[config.mk]
export PLATFORM = sky130hd
export DESIGN_NAME = csc_sys_ctrl
export DESIGN_NICKNAME = d
export VERILOG_FILES = /design/src/rtl/csc_pkg.sv /design/src/rtl/csc_cycle_gen.sv /design/src/rtl/csc_sys_ctrl.sv
export SDC_FILE = /design/constraint.sdc
export NUM_CORES = 1
export LEC_CHECK = 0
export BUFFER_PORTS_ARGS = -buffer_cell sky130_fd_sc_hd__buf_2
export CAP_MARGIN = 40
export CELL_PAD_IN_SITES_DETAIL_PLACEMENT = 2
export CELL_PAD_IN_SITES_GLOBAL_PLACEMENT = 2
export CORE_MARGIN = 2
export CORE_UTILIZATION = 33
export CTS_BUF_LIST = sky130_fd_sc_hd__clkbuf_16
export CTS_CLUSTER_DIAMETER = 80
export DETAILED_ROUTE_END_ITERATION = 16
export PLACE_DENSITY_LB_ADDON = 0.08
export SYNTH_ARGS = -nofsm -noshare
export SYNTH_HDL_FRONTEND = slang
export SYNTH_SLANG_ARGS = --single-unit
[constraint.sdc]
create_clock -name clk_i -period 3.6 [get_ports clk_i]
set_input_delay 0.54 -clock clk_i [delete_from_list [all_inputs] [get_ports clk_i]]
set_output_delay 0.54 -clock clk_i [all_outputs]
set_load 0.02 [all_outputs]
[src/rtl/csc_pkg.sv]
/*
 * Package for the CPU system control block: SPECIAL_FUNCTION_SPACE addresses, field
 * positions, reset values, cycle counts and the shared bus structs.
 * Assumes a single 100 MHz oscillator clock domain.
 */
package csc_pkg;

    // ========================================================
    // Special-function addresses
    // ========================================================
    localparam logic [7:0] AUX_STROBE_ADDR = 8'h8e;
    localparam logic [7:0] PTR_SELECT_ADDR = 8'ha2;
    localparam logic [7:0] DPL_ADDR = 8'h82;
    localparam logic [7:0] DPH_ADDR = 8'h83;
    localparam logic [7:0] PWR_CTRL_ADDR = 8'h87;
    localparam logic [7:0] CLK_CTRL_ADDR = 8'h8f;

    // ========================================================
    // Field positions, reset values and select write mask
    // ========================================================
    localparam int STROBE_OFF_BIT = 0;
    localparam int PTR_SEL_BIT = 0;
    localparam int HARD_ZERO_BIT = 2;
    localparam int GEN_FLAG_BIT = 3;
    localparam int POWER_ON_BIT = 4;
    localparam int DBL_SPEED_BIT = 0;
    localparam logic [7:0] AUX_STROBE_RST = 8'h00;
    localparam logic [7:0] PTR_SELECT_RST = 8'h00;
    localparam logic [15:0] RESET_VECTOR = 16'h0000;
    localparam logic [7:0] PTR_SELECT_WMASK = 8'hfb;

    // ========================================================
    // Memory map
    // ========================================================
    localparam logic [7:0] LOW_DATA_TOP = 8'h7f;
    localparam logic [15:0] ONCHIP_CODE_TOP = 16'h1fff;

    // ========================================================
    // Machine cycle lengths in oscillator clocks; reset wait in machine cycles
    // ========================================================
    localparam logic [3:0] CYCLE_SLOW = 4'hc;
    localparam logic [3:0] CYCLE_FAST = 4'h6;
    localparam logic [3:0] RESET_CYCLES = 4'h2;

    // CPU-side SPECIAL_FUNCTION_SPACE access
    typedef struct packed {
        logic wr;
        logic rd;
        logic direct;
        logic [7:0] addr;
        logic [7:0] wdata;
    } csc_sfr_req_t;

    // Data pointer operations from the CPU core
    typedef struct packed {
        logic inc;
        logic load;
        logic [15:0] value;
    } csc_dptr_op_t;

endpackage : csc_pkg

[src/rtl/csc_cycle_gen.sv]
/*
 * Machine cycle timer: counts oscillator clocks and pulses at the end
 * of each machine cycle, 6 or 12 clocks long.
 * Assumes the mode input is stable, changing only between cycles.
 */
`timescale 1ns/10ps
`default_nettype none
module csc_cycle_gen (
    input wire logic clk_i,
    input wire logic sys_rst_i,
    input wire logic fast_i,
    output logic cycle_end_o,
    output logic [3:0] phase_o
);

    logic [3:0] count_ff;
    logic [3:0] nxt_count;
    logic [3:0] cycle_len;
    logic last_clk;

    // ========================================================
    // Length select
    // ========================================================
    assign cycle_len = fast_i ? csc_pkg::CYCLE_FAST : csc_pkg::CYCLE_SLOW;
    // A shortened cycle ends at once if the count is already past it
    assign last_clk = (count_ff >= cycle_len - 4'h1);
    assign nxt_count = last_clk ? 4'h0 : count_ff + 4'h1;

    always_ff @(posedge clk_i or posedge sys_rst_i) begin
        if (sys_rst_i) begin
            count_ff <= 4'h0;
        end else begin
            count_ff <= nxt_count;
        end
    end

    assign cycle_end_o = last_clk;
    assign phase_o = count_ff;

endmodule : csc_cycle_gen
`default_nettype wire

[src/rtl/csc_sys_ctrl.sv]
/*
 * CPU system control: clock mode, address latch strobe, dual data
 * pointers, memory space decode and reset sequencing.
 * Assumes the CPU core drives SPECIAL_FUNCTION_SPACE accesses and instruction class flags
 * synchronous to clk_i, and that on-chip RAM itself has no reset.
 */
// Summary of operation
// - Twelve-clock machine cycle when both double-speed bits are off.
// - Nonvolatile bit forces six clocks; otherwise register bit selects.
// - Strobe-off clear: strobe toggles every clock, pulsing at half oscillator rate.
// - Strobe-off set: strobe only during external or code-space moves.
// - Two 16-bit data pointers; operations use the selected one.
// - Select bit 0 picks first pointer, 1 picks second.
// - Bit 2 of select register reads zero and ignores writes.
// - Bit 3 of select register is a plain software flag.
// - Strobe control and select registers reset to zero.
// - Power-on flag set at power-up, held until software clears.
// - After reset fetch at 0000H, or enter programming mode.
// - System reset while running leaves on-chip RAM untouched.
// - Reset sequence weakly pulls every port pin high.
// - Low 128 bytes reachable directly and indirectly.
// - Full 256 bytes reachable indirectly; upper half indirect only.
// - Special registers answer direct access only; indirect reaches RAM.
// - 64 kB code space decoded, 8 kB on chip.
`timescale 1ns/10ps
`default_nettype none
module csc_sys_ctrl (
    input wire logic clk_i,
    input wire logic sys_rst_i,
    input wire logic power_up_i,
    input wire logic nonvolatile_double_speed_i,
    input wire logic isp_entry_i,
    input wire csc_pkg::csc_sfr_req_t sfr_req_i,
    input wire csc_pkg::csc_dptr_op_t dptr_op_i,
    input wire logic external_data_move_i,
    input wire logic code_space_move_i,
    input wire logic [15:0] code_addr_i,
    output logic [7:0] sfr_rdata_o,
    output logic sfr_hit_o,
    output logic ram_sel_o,
    output logic [15:0] dptr_o,
    output logic addr_strobe_o,
    output logic fast_mode_o,
    output logic cycle_end_o,
    output logic core_reset_o,
    output logic [15:0] fetch_start_o,
    output logic in_system_programming_o,
    output logic port_pullup_o,
    output logic code_onchip_o,
    output logic code_external_o,
    output logic power_on_flag_o
);

    typedef enum logic [1:0] {
        CSC_HOLD,
        CSC_WAIT,
        CSC_RUN,
        CSC_PROG
    } csc_state_t;

    logic [7:0] auxiliary_strobe_control_ff;
    logic [7:0] pointer_select_control_ff;
    logic register_double_speed_ff;
    logic power_on_flag_ff;
    csc_state_t state_ff;
    csc_state_t nxt_state;
    logic [3:0] rst_cnt_ff;
    logic [3:0] nxt_rst_cnt;
    logic strobe_ff;
    logic [7:0] rdata_ff;
    logic hit_ff;
    logic ram_sel_ff;
    logic [15:0] dptr_ff;
    logic fast_ff;
    logic core_reset_ff;
    logic [15:0] fetch_ff;
    logic prog_ff;
    logic pullup_ff;
    logic onchip_ff;
    logic ext_ff;
    logic cycle_end_ff;
    logic pending_pup_ff;

    logic fast_mode;
    logic cyc_end;
    logic pointer_select;
    logic strobe_off;
    logic move_active;
    logic nxt_strobe;
    logic sfr_dir_wr;
    logic sfr_dir_rd;
    logic [7:0] sfr_rd_mux;
    logic is_sfr;
    logic nxt_pof;
    logic [15:0] sel_ptr;

    // ========================================================
    // Address decode
    // ========================================================
    function automatic logic sfr_match(input logic [7:0] a, input logic [7:0] b);
        sfr_match = (a == b);
    endfunction : sfr_match

    assign is_sfr = sfr_req_i.direct && sfr_req_i.addr > csc_pkg::LOW_DATA_TOP;
    assign sfr_dir_wr = sfr_req_i.wr && is_sfr;
    assign sfr_dir_rd = sfr_req_i.rd && is_sfr;

    // ========================================================
    // Clock mode
    // ========================================================
    // twelve-clock default
    assign fast_mode = nonvolatile_double_speed_i | register_double_speed_ff;

    csc_cycle_gen u_cycle (
        .clk_i(clk_i),
        .sys_rst_i(sys_rst_i),
        .fast_i(fast_mode),
        .cycle_end_o(cyc_end),
        .phase_o()
    );

    // ========================================================
    // Register writes
    // ========================================================
    assign pointer_select = pointer_select_control_ff[csc_pkg::PTR_SEL_BIT];
    assign strobe_off = auxiliary_strobe_control_ff[csc_pkg::STROBE_OFF_BIT];

    always_ff @(posedge clk_i or posedge sys_rst_i) begin
        if (sys_rst_i) begin
            auxiliary_strobe_control_ff <= csc_pkg::AUX_STROBE_RST;
            pointer_select_control_ff <= csc_pkg::PTR_SELECT_RST;
            register_double_speed_ff <= 1'b0;
        end else begin
            if (sfr_dir_wr && sfr_match(sfr_req_i.addr, csc_pkg::AUX_STROBE_ADDR)) begin
                auxiliary_strobe_control_ff <= sfr_req_i.wdata;
            end
            if (sfr_dir_wr && sfr_match(sfr_req_i.addr, csc_pkg::PTR_SELECT_ADDR)) begin
                pointer_select_control_ff <= sfr_req_i.wdata & csc_pkg::PTR_SELECT_WMASK;
            end
            if (sfr_dir_wr && sfr_match(sfr_req_i.addr, csc_pkg::CLK_CTRL_ADDR)) begin
                register_double_speed_ff <= sfr_req_i.wdata[csc_pkg::DBL_SPEED_BIT];
            end
        end
    end

    // ========================================================
    // Power-on flag
    // ========================================================
    // Power-up sets it, outranking a software clear in the same cycle.
    // sticky until cleared
    assign nxt_pof = (power_up_i || pending_pup_ff) ? 1'b1 :
        (sfr_dir_wr && sfr_match(sfr_req_i.addr, csc_pkg::PWR_CTRL_ADDR)) ?
        sfr_req_i.wdata[csc_pkg::POWER_ON_BIT] & power_on_flag_ff : power_on_flag_ff;

    // Flag is outside pin reset: power_up_i seen during reset is held pending
    always_ff @(posedge clk_i) begin
        power_on_flag_ff <= nxt_pof;
        pending_pup_ff <= power_up_i || (pending_pup_ff && sys_rst_i);
    end

    // ========================================================
    // Data pointers
    // ========================================================
    // two pointers
    generate
        for (genvar gi = 0; gi < 2; gi++) begin : g_dptr
            logic [15:0] ptr_ff;
            logic hit_lo;
            logic hit_hi;
            logic mine;
            assign mine = (pointer_select == 1'(gi));
            assign hit_lo = mine && sfr_dir_wr && sfr_match(sfr_req_i.addr, csc_pkg::DPL_ADDR);
            assign hit_hi = mine && sfr_dir_wr && sfr_match(sfr_req_i.addr, csc_pkg::DPH_ADDR);
            always_ff @(posedge clk_i or posedge sys_rst_i) begin
                if (sys_rst_i) begin
                    ptr_ff <= 16'h0000;
                end else if (mine && dptr_op_i.load) begin
                    ptr_ff <= dptr_op_i.value;
                end else if (mine && dptr_op_i.inc) begin
                    ptr_ff <= ptr_ff + 16'h0001;
                end else if (hit_lo) begin
                    ptr_ff[7:0] <= sfr_req_i.wdata;
                end else if (hit_hi) begin
                    ptr_ff[15:8] <= sfr_req_i.wdata;
                end
            end
        end
    endgenerate

    assign sel_ptr = pointer_select ? g_dptr[1].ptr_ff : g_dptr[0].ptr_ff;

    // ========================================================
    // Read mux
    // ========================================================
    assign sfr_rd_mux =
        sfr_match(sfr_req_i.addr, csc_pkg::AUX_STROBE_ADDR) ? auxiliary_strobe_control_ff :
        sfr_match(sfr_req_i.addr, csc_pkg::PTR_SELECT_ADDR) ? pointer_select_control_ff :
        sfr_match(sfr_req_i.addr, csc_pkg::DPL_ADDR) ? sel_ptr[7:0] :
        sfr_match(sfr_req_i.addr, csc_pkg::DPH_ADDR) ? sel_ptr[15:8] :
        sfr_match(sfr_req_i.addr, csc_pkg::CLK_CTRL_ADDR) ? {7'h00, register_double_speed_ff} :
        sfr_match(sfr_req_i.addr, csc_pkg::PWR_CTRL_ADDR) ?
            (8'h01 << csc_pkg::POWER_ON_BIT) & {8{power_on_flag_ff}} : 8'h00;

    // ========================================================
    // Address latch strobe
    // ========================================================
    assign move_active = external_data_move_i | code_space_move_i;
    assign nxt_strobe = (!strobe_off || move_active) ? ~strobe_ff : 1'b0;

    // ========================================================
    // Reset sequencer
    // ========================================================
    // Counts two machine cycles after the pin releases before the core runs
    // two cycles wait
    always_comb begin
        nxt_state = state_ff;
        nxt_rst_cnt = rst_cnt_ff;
        case (state_ff)
            CSC_HOLD: begin
                nxt_state = CSC_WAIT;
                nxt_rst_cnt = 4'h0;
            end
            CSC_WAIT: begin
                if (cyc_end) begin
                    nxt_rst_cnt = rst_cnt_ff + 4'h1;
                end
                if (cyc_end && rst_cnt_ff == csc_pkg::RESET_CYCLES - 4'h1) begin
                    nxt_state = isp_entry_i ? CSC_PROG : CSC_RUN;
                end
            end
            CSC_RUN: nxt_state = CSC_RUN;
            CSC_PROG: nxt_state = CSC_PROG;
            default: nxt_state = CSC_HOLD;
        endcase
    end

    always_ff @(posedge clk_i or posedge sys_rst_i) begin
        if (sys_rst_i) begin
            state_ff <= CSC_HOLD;
            rst_cnt_ff <= 4'h0;
        end else begin
            state_ff <= nxt_state;
            rst_cnt_ff <= nxt_rst_cnt;
        end
    end

    // ========================================================
    // Registered outputs
    // ========================================================
    always_ff @(posedge clk_i or posedge sys_rst_i) begin
        if (sys_rst_i) begin
            strobe_ff <= 1'b0;
            rdata_ff <= 8'h00;
            hit_ff <= 1'b0;
            ram_sel_ff <= 1'b0;
            dptr_ff <= 16'h0000;
            fast_ff <= 1'b0;
            core_reset_ff <= 1'b1;
            fetch_ff <= csc_pkg::RESET_VECTOR;
            prog_ff <= 1'b0;
            pullup_ff <= 1'b1;
            onchip_ff <= 1'b0;
            ext_ff <= 1'b0;
            cycle_end_ff <= 1'b0;
        end else begin
            strobe_ff <= nxt_strobe;
            rdata_ff <= sfr_dir_rd ? sfr_rd_mux : 8'h00;
            hit_ff <= (sfr_req_i.rd | sfr_req_i.wr) & is_sfr;
            ram_sel_ff <= (sfr_req_i.rd | sfr_req_i.wr) & ~is_sfr;
            dptr_ff <= sel_ptr;
            fast_ff <= fast_mode;
            core_reset_ff <= (nxt_state != CSC_RUN);
            fetch_ff <= csc_pkg::RESET_VECTOR;
            prog_ff <= (nxt_state == CSC_PROG);
            pullup_ff <= (nxt_state == CSC_HOLD) || (nxt_state == CSC_WAIT);
            onchip_ff <= code_addr_i <= csc_pkg::ONCHIP_CODE_TOP;
            ext_ff <= code_addr_i > csc_pkg::ONCHIP_CODE_TOP;
            cycle_end_ff <= cyc_end;
        end
    end

    assign sfr_rdata_o = rdata_ff;
    assign sfr_hit_o = hit_ff;
    assign ram_sel_o = ram_sel_ff;
    assign dptr_o = dptr_ff;
    assign addr_strobe_o = strobe_ff;
    assign fast_mode_o = fast_ff;
    assign cycle_end_o = cycle_end_ff;
    assign core_reset_o = core_reset_ff;
    assign fetch_start_o = fetch_ff;
    assign in_system_programming_o = prog_ff;
    assign port_pullup_o = pullup_ff;
    assign code_onchip_o = onchip_ff;
    assign code_external_o = ext_ff;
    assign power_on_flag_o = power_on_flag_ff;

endmodule : csc_sys_ctrl
`default_nettype wire

==> results of run 1 <==
[logic make-up after synthesis]
kind of cell             after synthesis  share of synthesized area [%]
AND/OR/NAND/NOR                      184                           18.4
other                                  1                         0.0725
adder cells (fa/ha/maj)                8                           1.89
multiplexers                          37                           7.96
AO/OA/AOI/OAI                        168                           20.6
flip-flops                            94                           45.3
buffers and inverters                 51                           4.91
XOR/XNOR                               5                          0.847
[per-stage QoR]
step | power [mW] | cell area [µm²]
4_1_cts | 2.99 | 6090
3_5_place_dp | 2.00 | 5790
3_3_place_gp | 1.95 | 5790
2_1_floorplan | 1.74 | 5230
5_1_grt | 3.11 | 6090
6_report | 2.94 | 6090
[per-layer routing]
metal	wire (µm)	global-route usage (%)	vias to the layer above	part of all wire (%)
li1	-	-	2149	-
met1	8460	31.2	2417	45
met2	9160	39.3	102	49
met3	617	3.14	24	3.3
met4	408	7.67	0	2.2
met5	0	0	-	0
[cell type report]
cell class	instances	area [µm²]	share of cell area, %
Clock buffer	9	225	3.70
Clock inverter	7	70.1	1.15
Sequential cell	94	2340	38.5
Multi-Input combinational cell	418	2630	43.2
Tap cell	211	264	4.34
Timing Repair Buffer	93	508	8.34
Inverter	12	46.3	0.760
[sequential cells by signal, indices dropped and copies added, names as in the netlist, 2 cells and up]
name / count
state_ff: 2
auxiliary_strobe_control_ff: 8
pointer_select_control_ff: 7
rst_cnt_ff: 4
u_cycle.phase_o: 4
g_dptr.ptr_ff: 32
sfr_rdata_o: 8
dptr_o: 16
[worst max-delay path by stage]
stage,startpoint,end,slack (ps),depth (start not counted)
after floorplan,sys_rst_i,addr_strobe_o,670,1
after global placement,nonvolatile_double_speed_i,rst_cnt_ff[1],870,10
after detailed placement,nonvolatile_double_speed_i,rst_cnt_ff[1],810,10
after CTS,register_double_speed_ff,rst_cnt_ff[1],970,9
after global routing,register_double_speed_ff,rst_cnt_ff[1],760,9
final,register_double_speed_ff,rst_cnt_ff[1],1030,9
[power by group through the flow]
stage | registers, mW | logic, mW | clock network (mW)
after global placement | 1.36 | 0.590 | 0
after detailed placement | 1.37 | 0.624 | 0
after global routing | 1.38 | 0.687 | 1.04
after floorplan | 1.37 | 0.371 | 0
final | 1.36 | 0.615 | 0.973
after CTS | 1.36 | 0.626 | 1.00
[cell usage after synthesis, types with 3 or more instances]
| master | instances | area (µm²) |
|---|---|---|
| o31ai_1 | 5 | 37.5 |
| mux2_2 | 33 | 372 |
| and2_1 | 9 | 56.3 |
| a21oi_1 | 45 | 225 |
| dfrtp_1 | 90 | 2250 |
| nand4_1 | 5 | 31.3 |
| nor2_1 | 57 | 214 |
| a22oi_1 | 6 | 45.0 |
| and3_1 | 3 | 18.8 |
| ha_1 | 7 | 87.6 |
| or3_1 | 4 | 25.0 |
| a22o_1 | 4 | 35.0 |
| nor4b_1 | 3 | 26.3 |
| a2bb2oi_1 | 3 | 26.3 |
| nand3_1 | 20 | 100 |
| nand2b_1 | 11 | 68.8 |
| nor3b_1 | 3 | 22.5 |
| nand2_1 | 34 | 128 |
| inv_1 | 12 | 45.0 |
| a211oi_1 | 7 | 52.6 |
| mux2i_1 | 4 | 40.0 |
| o31a_1 | 3 | 26.3 |
| xnor2_1 | 3 | 26.3 |
| buf_4 | 16 | 120 |
| a221o_1 | 3 | 30.0 |
| clkbuf_1 | 19 | 71.3 |
| o22ai_1 | 7 | 43.8 |
| o211ai_1 | 3 | 22.5 |
| o21ai_0 | 45 | 225 |
| and4_1 | 6 | 52.6 |
| nor2b_1 | 4 | 25.0 |
| nor3_1 | 11 | 55.1 |
| a21o_1 | 4 | 30.0 |
| a31oi_1 | 10 | 62.6 |
[critical path, stage by stage (launching register included)]
cell and delay (ps):
dfrtp_1 440, nor2_1 220, inv_1 110, ha_1 290
a21o_1 190, maj3_1 320, a21oi_1 420, inv_1 230
nand2b_1 160, o22ai_1 90
==> metrics.cfg, run 1 <==
[outcome]
status = finished, final reports clean

[placed_design]
place.gp.congestion = 0.851
io_buffers = 81
hpwl_mm = 14.1
preCtsSetupSlack_ps = 812
dpl.cell_count = 828

[power]
p_leak_nw = 2.70
power_frac_comb_pct = 20.9
ir_drop_v = 0.000247
power.switching_mw = 0.966
internal-power_mw = 1.98
p_per_area_nw_per_um2 = 483
power.share.clock_pct = 33.1
switching_share_pct = 32.8
p_seq_share_pct = 46.1

[detailed_routing]
drc = 0
ant_nets = 0
via_count = 4692
drt-pass1-iter-count = 6
viasPerCell = 5.56
wl_per_cell_um = 22.1
drt-initial-drc-count = 233
wl_mm = 18.6

[final_layout]
layout-drive-gt1-share_pct = 24.0
insertedDiodeCount = 0
final_cell_mix = 90 x dfrtp_1, 81 x buf_2, 57 x nor2_1, 45 x a21oi_1, 45 x o21ai_0
area_delta_synth_final_pct = 17.7
utilization_pct = 39.9
layout_commonest_cell = dfrtp_1
n_fill_cell = 1681
fin_cells = 844
nNetsFinal = 695

[critical_path]
rr_worst_depth = 9
cp-start-kind = flop
reg2reg_from = register_double_speed_ff
path_max_fanout = 7
reg2reg_to = rst_cnt_ff[1]
reg2reg_slack_ps = 1030
cp.arrival_ps = 2810
worst_setup_path_end_kind = flop
path_class = reg -> reg
cp.required_ps = 3840

[sta]
slew_headroom_pct = 36.9
hold_viol_final = 0
period_needed_ps = 2570
setup_tns_ps = 0
setup_ws_ps = 1030
finalCritPeriodShare_pct = 71.5
tightest_slew_ps = 938
setup_viol = 0
max_clock_freq_ghz = 0.389
holdWs_ps = 266
final-max-slew-violation-count = 0
grt_setup_unrepaired = false
skew_ps = 8.59

[grt]
grt_usage_pct = 23.4
grt_pass1_vias = 4972
grt_pass1_wl_mm = 29.4
overflow = 0
antenna_found_initial = 0
grt_max_degree = 57

[hold_path]
hold_class = in -> async

[clock_tree]
clk_latency_ps = 350
root_buffer = clkbuf_16
cts.htree.levels = 3
ctsResizeCount = 0
clock-sinks = 94
cts_tree = yes
post_cts_buffers = 0
cts.clk_slew.worst_paths_ps = 70
cts_buffer_depth = 2
cts_made_buffers = 9
hold_buffers = 0

[flow_run]
max_cap_violations = 0

[logic_synthesis]
synthFlopType = dfrtp_1
ys_types = 73
synth-edff-count = 0
avgSynthCellArea_um2 = 9.44
yosysSeqAreaShare_pct = 45.3
ys_warn_count = 0
syn-instance-count = 548
async_flop_share_pct = 97.9
synth-seq-cells = 94
synthesis.area_um2 = 5170

[floorplan]
dieArea_um2 = 16700
ios = 111
initial_core_util_pct = 33.9
coreArea_um2 = 15300
rows = 45
dieHeight_um = 129
fp.dieW_um = 129

Note: power is estimated with default switching activity, not from simulation.
==> inputs of run 2 (changes only) <==
--- a/config.mk
+++ b/config.mk
@@ -10,7 +10,7 @@
 export CELL_PAD_IN_SITES_DETAIL_PLACEMENT = 2
 export CELL_PAD_IN_SITES_GLOBAL_PLACEMENT = 2
 export CORE_MARGIN = 2
-export CORE_UTILIZATION = 33
+export CORE_UTILIZATION = 30
 export CTS_BUF_LIST = sky130_fd_sc_hd__clkbuf_16
 export CTS_CLUSTER_DIAMETER = 80
 export DETAILED_ROUTE_END_ITERATION = 16
==> constraint.sdc (replaced) <==
create_clock -name clk_i -period 2.3 [get_ports clk_i]
set_input_delay 0.345 -clock clk_i [delete_from_list [all_inputs] [get_ports clk_i]]
set_output_delay 0.345 -clock clk_i [all_outputs]
set_load 0.02 [all_outputs]
==> metrics.cfg, run 2 (synthesis gave the netlist of run 1 again) <==
[power]
switching_share_pct = 33.0  ; was 32.8%
power.switching_mw = 1.56  ; was 0.966 mW
p_leak_nw = 2.88  ; was 2.70 nW
power_frac_comb_pct = 22.0  ; was 20.9%
ir_drop_v = 0.000360  ; was 0.000247 V
p_per_area_nw_per_um2 = 740  ; was 483 nW/µm²
internal-power_mw = 3.17  ; was 1.98 mW
p_seq_share_pct = 44.9  ; was 46.1%
power.share.clock_pct = 33.1  ; about the same

[flow_run]
max_cap_violations = 0  ; unchanged

[critical_path]
worst_setup_path_end_kind = flop  ; unchanged
path_max_fanout = 5  ; was 7
path_class = reg -> reg  ; unchanged
cp.arrival_ps = 2420  ; was 2810 ps
cp-start-kind = flop  ; unchanged
cp.required_ps = 2540  ; was 3840 ps

[placed_design]
place.gp.congestion = 0.798  ; was 0.851
io_buffers = 81  ; unchanged
place_area_um2 = 6080  ; was 5790 µm²
hpwl_mm = 14.8  ; was 14.1 mm

[clock_tree]
cts_buffer_depth = 2  ; unchanged
cts_tree = yes  ; unchanged
hold_buffers = 0  ; unchanged
root_buffer = clkbuf_16  ; unchanged
cts.clk_slew.worst_paths_ps = 70  ; about the same
ctsResizeCount = 0  ; unchanged
cts.htree.levels = 3  ; unchanged
cts_made_buffers = 9  ; unchanged
clock-sinks = 94  ; unchanged
post_cts_buffers = 0  ; unchanged
clk_latency_ps = 350  ; about the same

[final_layout]
nNetsFinal = 731  ; was 695
postLayoutCellArea_um2 = 6400  ; was 6090 µm²
seq_area_um2 = 2340  ; unchanged
layout-drive-gt1-share_pct = 28.7  ; was 24.0%
insertedDiodeCount = 0  ; unchanged
final_cell_mix = 90 x dfrtp_1, 81 x buf_2, 56 x nor2_1, 47 x buf_4, 45 x o21ai_0  ; was 90 x dfrtp_1, 81 x buf_2, 57 x nor2_1, 45 x a21oi_1, 45 x o21ai_0
area_delta_synth_final_pct = 23.7  ; was 17.7%
layout_commonest_cell = dfrtp_1  ; unchanged
regMostFlops = g_dptr.ptr_ff  ; unchanged
largest_reg_flops = 32  ; unchanged
n_fill_cell = 1952  ; was 1,681
multiInputGateArea_um2 = 2640  ; was 2630 µm²

[sta]
slew_headroom_pct = 55.6  ; was 36.9%
max_clock_freq_ghz = 0.459  ; was 0.389 GHz
tightest_slew_ps = 666  ; was 938 ps
final-max-slew-violation-count = 0  ; unchanged
skew_ps = 6.54  ; was 8.59 ps
finalCritPeriodShare_pct = 94.7  ; was 71.5%
hold_viol_final = 0  ; unchanged
period_needed_ps = 2180  ; was 2570 ps
setup_viol = 0  ; unchanged
grt_setup_unrepaired = false  ; unchanged
setup_tns_ps = 0  ; unchanged

[detailed_routing]
viasPerCell = 5.36  ; was 5.56
drt-initial-drc-count = 301  ; was 233
wl_per_cell_um = 21.8  ; was 22.1 µm
drt-pass1-iter-count = 5  ; was 6
wl_mm = 19.5  ; was 18.6 mm
ant_nets = 0  ; unchanged
via_count = 4796  ; was 4,692
drc = 0  ; unchanged

[floorplan]
dieArea_um2 = 18300  ; was 16,700 µm²
dieHeight_um = 135  ; was 129 µm
initial_core_util_pct = 30.3  ; was 33.9%
fp.dieW_um = 135  ; was 129 µm
ios = 111  ; unchanged
rows = 48  ; was 45
coreArea_um2 = 17100  ; was 15,300 µm²

[grt]
grt_usage_pct = 22.2  ; was 23.4%
grt_pass1_wl_mm = 30.6  ; was 29.4 mm
grt_pass1_vias = 5138  ; was 4,972
antenna_found_initial = 0  ; unchanged
grt_max_degree = 93  ; was 57
overflow = 0  ; unchanged

[hold_path]
hold_class = in -> async  ; unchanged

[outcome]
status = finished, final reports clean  ; unchanged

run 2: path summary, 6_finish.rpt:
| kind | startpoint | end | slack (ps) | cells past startpoint |
|---|---|---|---|---|
| setup reg to reg | register_double_speed_ff | in_system_programming_o | 120 | 10 |
| setup / recovery | register_double_speed_ff | in_system_programming_o | 120 | 10 |
| hold reg to reg | addr_strobe_o | addr_strobe_o | 430 | 1 |
| hold / removal | sys_rst_i | ram_sel_o | 160 | 3 |
| max in group asynchronous | sys_rst_i | port_pullup_o | 1730 | 3 |
| min in group clk_i | code_addr_i[13] | code_onchip_o | 160 | 2 |
run 2: area by class of cell:
type / instances / share of cell area, %
clock buffers: 9 / 3.52
repair buffers: 129 / 12.2
well taps: 225 / 4.40
clock inverters: 7 / 1.25
inverters: 12 / 0.763
flip-flops and latches: 94 / 36.7
multi-input cells: 418 / 41.2
run 2: metrics by stage:
step                      hold WS [ps]  instances  setup WS, ps  util [%]  power (mW)
after floorplan                    414        563           180         -        2.72
after global placement             410        878         -77.1      35.7        3.14
after detailed placement           416        878         -61.3      35.7        3.20
after CTS                          147        894          47.2      37.5        4.80
after global routing               170        894          6.10      37.5        5.00
final                              157        894           123      37.5        4.73
run 2: worst max-delay path, stage by stage, from the launching register on:
cell and delay [ps]:
dfrtp_1 410, nor2_2 110, inv_1 70, ha_1 270
a21o_1 180, maj3_1 340, a21oi_2 150, buf_4 140
nor4b_1 50, buf_4 160, a22o_1 180
run 2: routing by layer:
metal | track usage [%] | up-vias | share of wire, %
met5 | 0 | - | 0
met4 | 7.29 | 0 | 2.2
met3 | 2.43 | 20 | 3.4
met2 | 36.3 | 89 | 47
met1 | 30.9 | 2470 | 47
li1 | - | 2217 | -
run 2: power groups by stage:
stage | combinational (mW) | clock, mW | sequential, mW
after CTS | 1.05 | 1.62 | 2.12
after floorplan | 0.581 | 0 | 2.14
after detailed placement | 1.05 | 0 | 2.15
final | 1.04 | 1.57 | 2.12
after global routing | 1.16 | 1.68 | 2.16
after global placement | 1.00 | 0 | 2.14
==> inputs of run 3 (changes only) <==
--- a/config.mk
+++ b/config.mk
@@ -7,10 +7,8 @@
 export LEC_CHECK = 0
 export BUFFER_PORTS_ARGS = -buffer_cell sky130_fd_sc_hd__buf_2
 export CAP_MARGIN = 40
-export CELL_PAD_IN_SITES_DETAIL_PLACEMENT = 2
-export CELL_PAD_IN_SITES_GLOBAL_PLACEMENT = 2
 export CORE_MARGIN = 2
-export CORE_UTILIZATION = 30
+export CORE_UTILIZATION = 50
 export CTS_BUF_LIST = sky130_fd_sc_hd__clkbuf_16
 export CTS_CLUSTER_DIAMETER = 80
 export DETAILED_ROUTE_END_ITERATION = 16
==> metrics.cfg, run 3 (synthesis gave the netlist of run 1 again) <==
[outcome]
status = finished, final reports clean  ; unchanged

[clock_tree]
post_cts_buffers = 0  ; unchanged
cts_tree = yes  ; unchanged
root_buffer = clkbuf_16  ; unchanged
cts_made_buffers = 9  ; unchanged
cts.clk_slew.worst_paths_ps = 70  ; about the same
clock-sinks = 94  ; unchanged
cts.htree.levels = 3  ; unchanged
cts_buffer_depth = 2  ; unchanged
clk_latency_ps = 350  ; about the same

[hold_path]
hold_class = in -> async  ; unchanged

[final_layout]
layout_commonest_cell = dfrtp_1  ; unchanged
fin_cells = 788  ; was 894
regMostFlops = g_dptr.ptr_ff  ; unchanged
nNetsFinal = 714  ; was 731
utilization_pct = 60.6  ; was 37.5%
area_delta_synth_final_pct = 19.3  ; was 23.7%
layout-drive-gt1-share_pct = 26.5  ; was 28.7%
final_cell_mix = 90 x dfrtp_1, 81 x buf_2, 57 x nor2_1, 45 x o21ai_0, 44 x a21oi_1  ; was 90 x dfrtp_1, 81 x buf_2, 56 x nor2_1, 47 x buf_4, 45 x o21ai_0
insertedDiodeCount = 0  ; unchanged
largest_reg_flops = 32  ; unchanged

[sta]
finalCritPeriodShare_pct = 92.6  ; was 94.7%
skew_ps = 8.60  ; was 6.54 ps
final-max-slew-violation-count = 0  ; unchanged
hold_viol_final = 0  ; unchanged
period_needed_ps = 2130  ; was 2180 ps
setup_tns_ps = 0  ; unchanged
holdWs_ps = 97.6  ; was 157 ps
setup_ws_ps = 171  ; was 123 ps
setup_viol = 0  ; unchanged
grt_setup_unrepaired = false  ; unchanged
max_clock_freq_ghz = 0.470  ; was 0.459 GHz
tightest_slew_ps = 671  ; was 666 ps
slew_headroom_pct = 55.2  ; was 55.6%

[detailed_routing]
wl_mm = 14.5  ; was 19.5 mm
wl_per_cell_um = 18.4  ; was 21.8 µm
drt-initial-drc-count = 403  ; was 301
via_count = 4648  ; was 4,796
drc = 0  ; unchanged
ant_nets = 0  ; unchanged
drt-pass1-iter-count = 7  ; was 5
viasPerCell = 5.90  ; was 5.36

[critical_path]
cp-start-kind = flop  ; unchanged
path_cells = nor2_1 > inv_1 > ha_1 > a21o_1 > maj3_1 > a21oi_2 > nor4b_1 > buf_4 > a22o_1  ; was nor2_2 > inv_1 > ha_1 > a21o_1 > maj3_1 > a21oi_2 > buf_4 > nor4b_1 > buf_4 > a22o_1
critPathSlowestCell = dfrtp_1  ; unchanged
cp.arrival_ps = 2360  ; was 2420 ps
crit_path_max_incr_delay_ps = 420  ; was 410 ps
path_max_fanout = 5  ; unchanged
path_class = reg -> reg  ; unchanged
cp.required_ps = 2540  ; about the same
worst_setup_path_end_kind = flop  ; unchanged

[power]
p_per_area_nw_per_um2 = 758  ; was 740 nW/µm²
ir_drop_v = 0.000609  ; was 0.000360 V
p_leak_nw = 2.81  ; was 2.88 nW

[placed_design]
place.gp.congestion = 0.920  ; was 0.798
dpl.cell_count = 772  ; was 878
io_buffers = 81  ; unchanged
hpwl_mm = 11.0  ; was 14.8 mm
preCtsSetupSlack_ps = 44.3  ; was -61.3 ps

[grt]
use_met2_pct = 42.7  ; was 36.3%
antenna_found_initial = 0  ; unchanged
grtUsageMet3_pct = 4.14  ; was 2.43%
grt_pass1_vias = 4391  ; was 5,138
grt_max_degree = 46  ; was 93
met1_usage_pct = 37.4  ; was 30.9%
grt_usage_pct = 26.8  ; was 22.2%
grt_pass1_wl_mm = 23.2  ; was 30.6 mm
busiest_layer = met2  ; unchanged
overflow = 0  ; unchanged

[floorplan]
coreArea_um2 = 10200  ; was 17,100 µm²
ios = 111  ; unchanged
rows = 37  ; was 48
fp.dieW_um = 106  ; was 135 µm
dieArea_um2 = 11200  ; was 18,300 µm²
dieHeight_um = 106  ; was 135 µm
initial_core_util_pct = 50.8  ; was 30.3%

[flow_run]
max_cap_violations = 0  ; unchanged

-- run 3: changes by cell type in the layout (fill, tap and decap cells not counted), sizes merged --
cell	delta
buf	-17
bufinv	+1
clkinvlp	-1
-- run 3: path summary, 6_finish.rpt --
check	start	endpoint	slack, ps	depth (start not counted)
max in group asynchronous	sys_rst_i	port_pullup_o	1500	3
max	register_double_speed_ff	in_system_programming_o	170	9
min	sys_rst_i	dptr_o[11]	100	2
max reg2reg	register_double_speed_ff	in_system_programming_o	170	9
min reg2reg	addr_strobe_o	addr_strobe_o	420	1
min in group clk_i	code_addr_i[13]	code_onchip_o	160	2
-- run 3: layout make-up --
class | instances | area [µm²]
clock buffers | 9 | 225
clock inverters | 7 | 95.1
fillers | 927 | 4020
inverters | 12 | 48.8
multi-input cells | 418 | 2630
flip-flops and latches | 94 | 2340
well taps | 136 | 170
repair buffers | 112 | 651
-- run 3: stage by stage --
stage               total power, mW  area [µm²]
detailed placement             3.07        5840
finish                         4.67        6170
floorplan                      2.72        5230
global route                   4.93        6170
global placement               3.04        5840
CTS                            4.69        6160
-- run 3: metal layers --
metal	part of all wire [%]	routed length [µm]	vias up
met1	45	6520	2259
met2	46	6690	178
met4	2.3	330	0
met5	0	0	-
li1	-	-	2182
met3	6.6	949	29
-- run 3: repair_timing --
item / in CTS / in global routing
hold buffers: 0 / 0
resized for setup: 0 / 1
endpoints found under the hold margin: 0 / 0
endpoints found under the setup margin: 0 / 9
-- run 3: power by group --
part / internal [mW] / switching, mW
combinational: 0.395 / 0.552
clock: 0.957 / 0.662
sequential: 1.88 / 0.226
total: 3.23 / 1.44
-- run 3: critical path: cells and delay by family (launching register included) --
kind,cells,cell delay (ps)
simple gates,2,210
compound gates,3,550
flops,1,420
fa+ha+maj,2,600
buf+inv,2,230
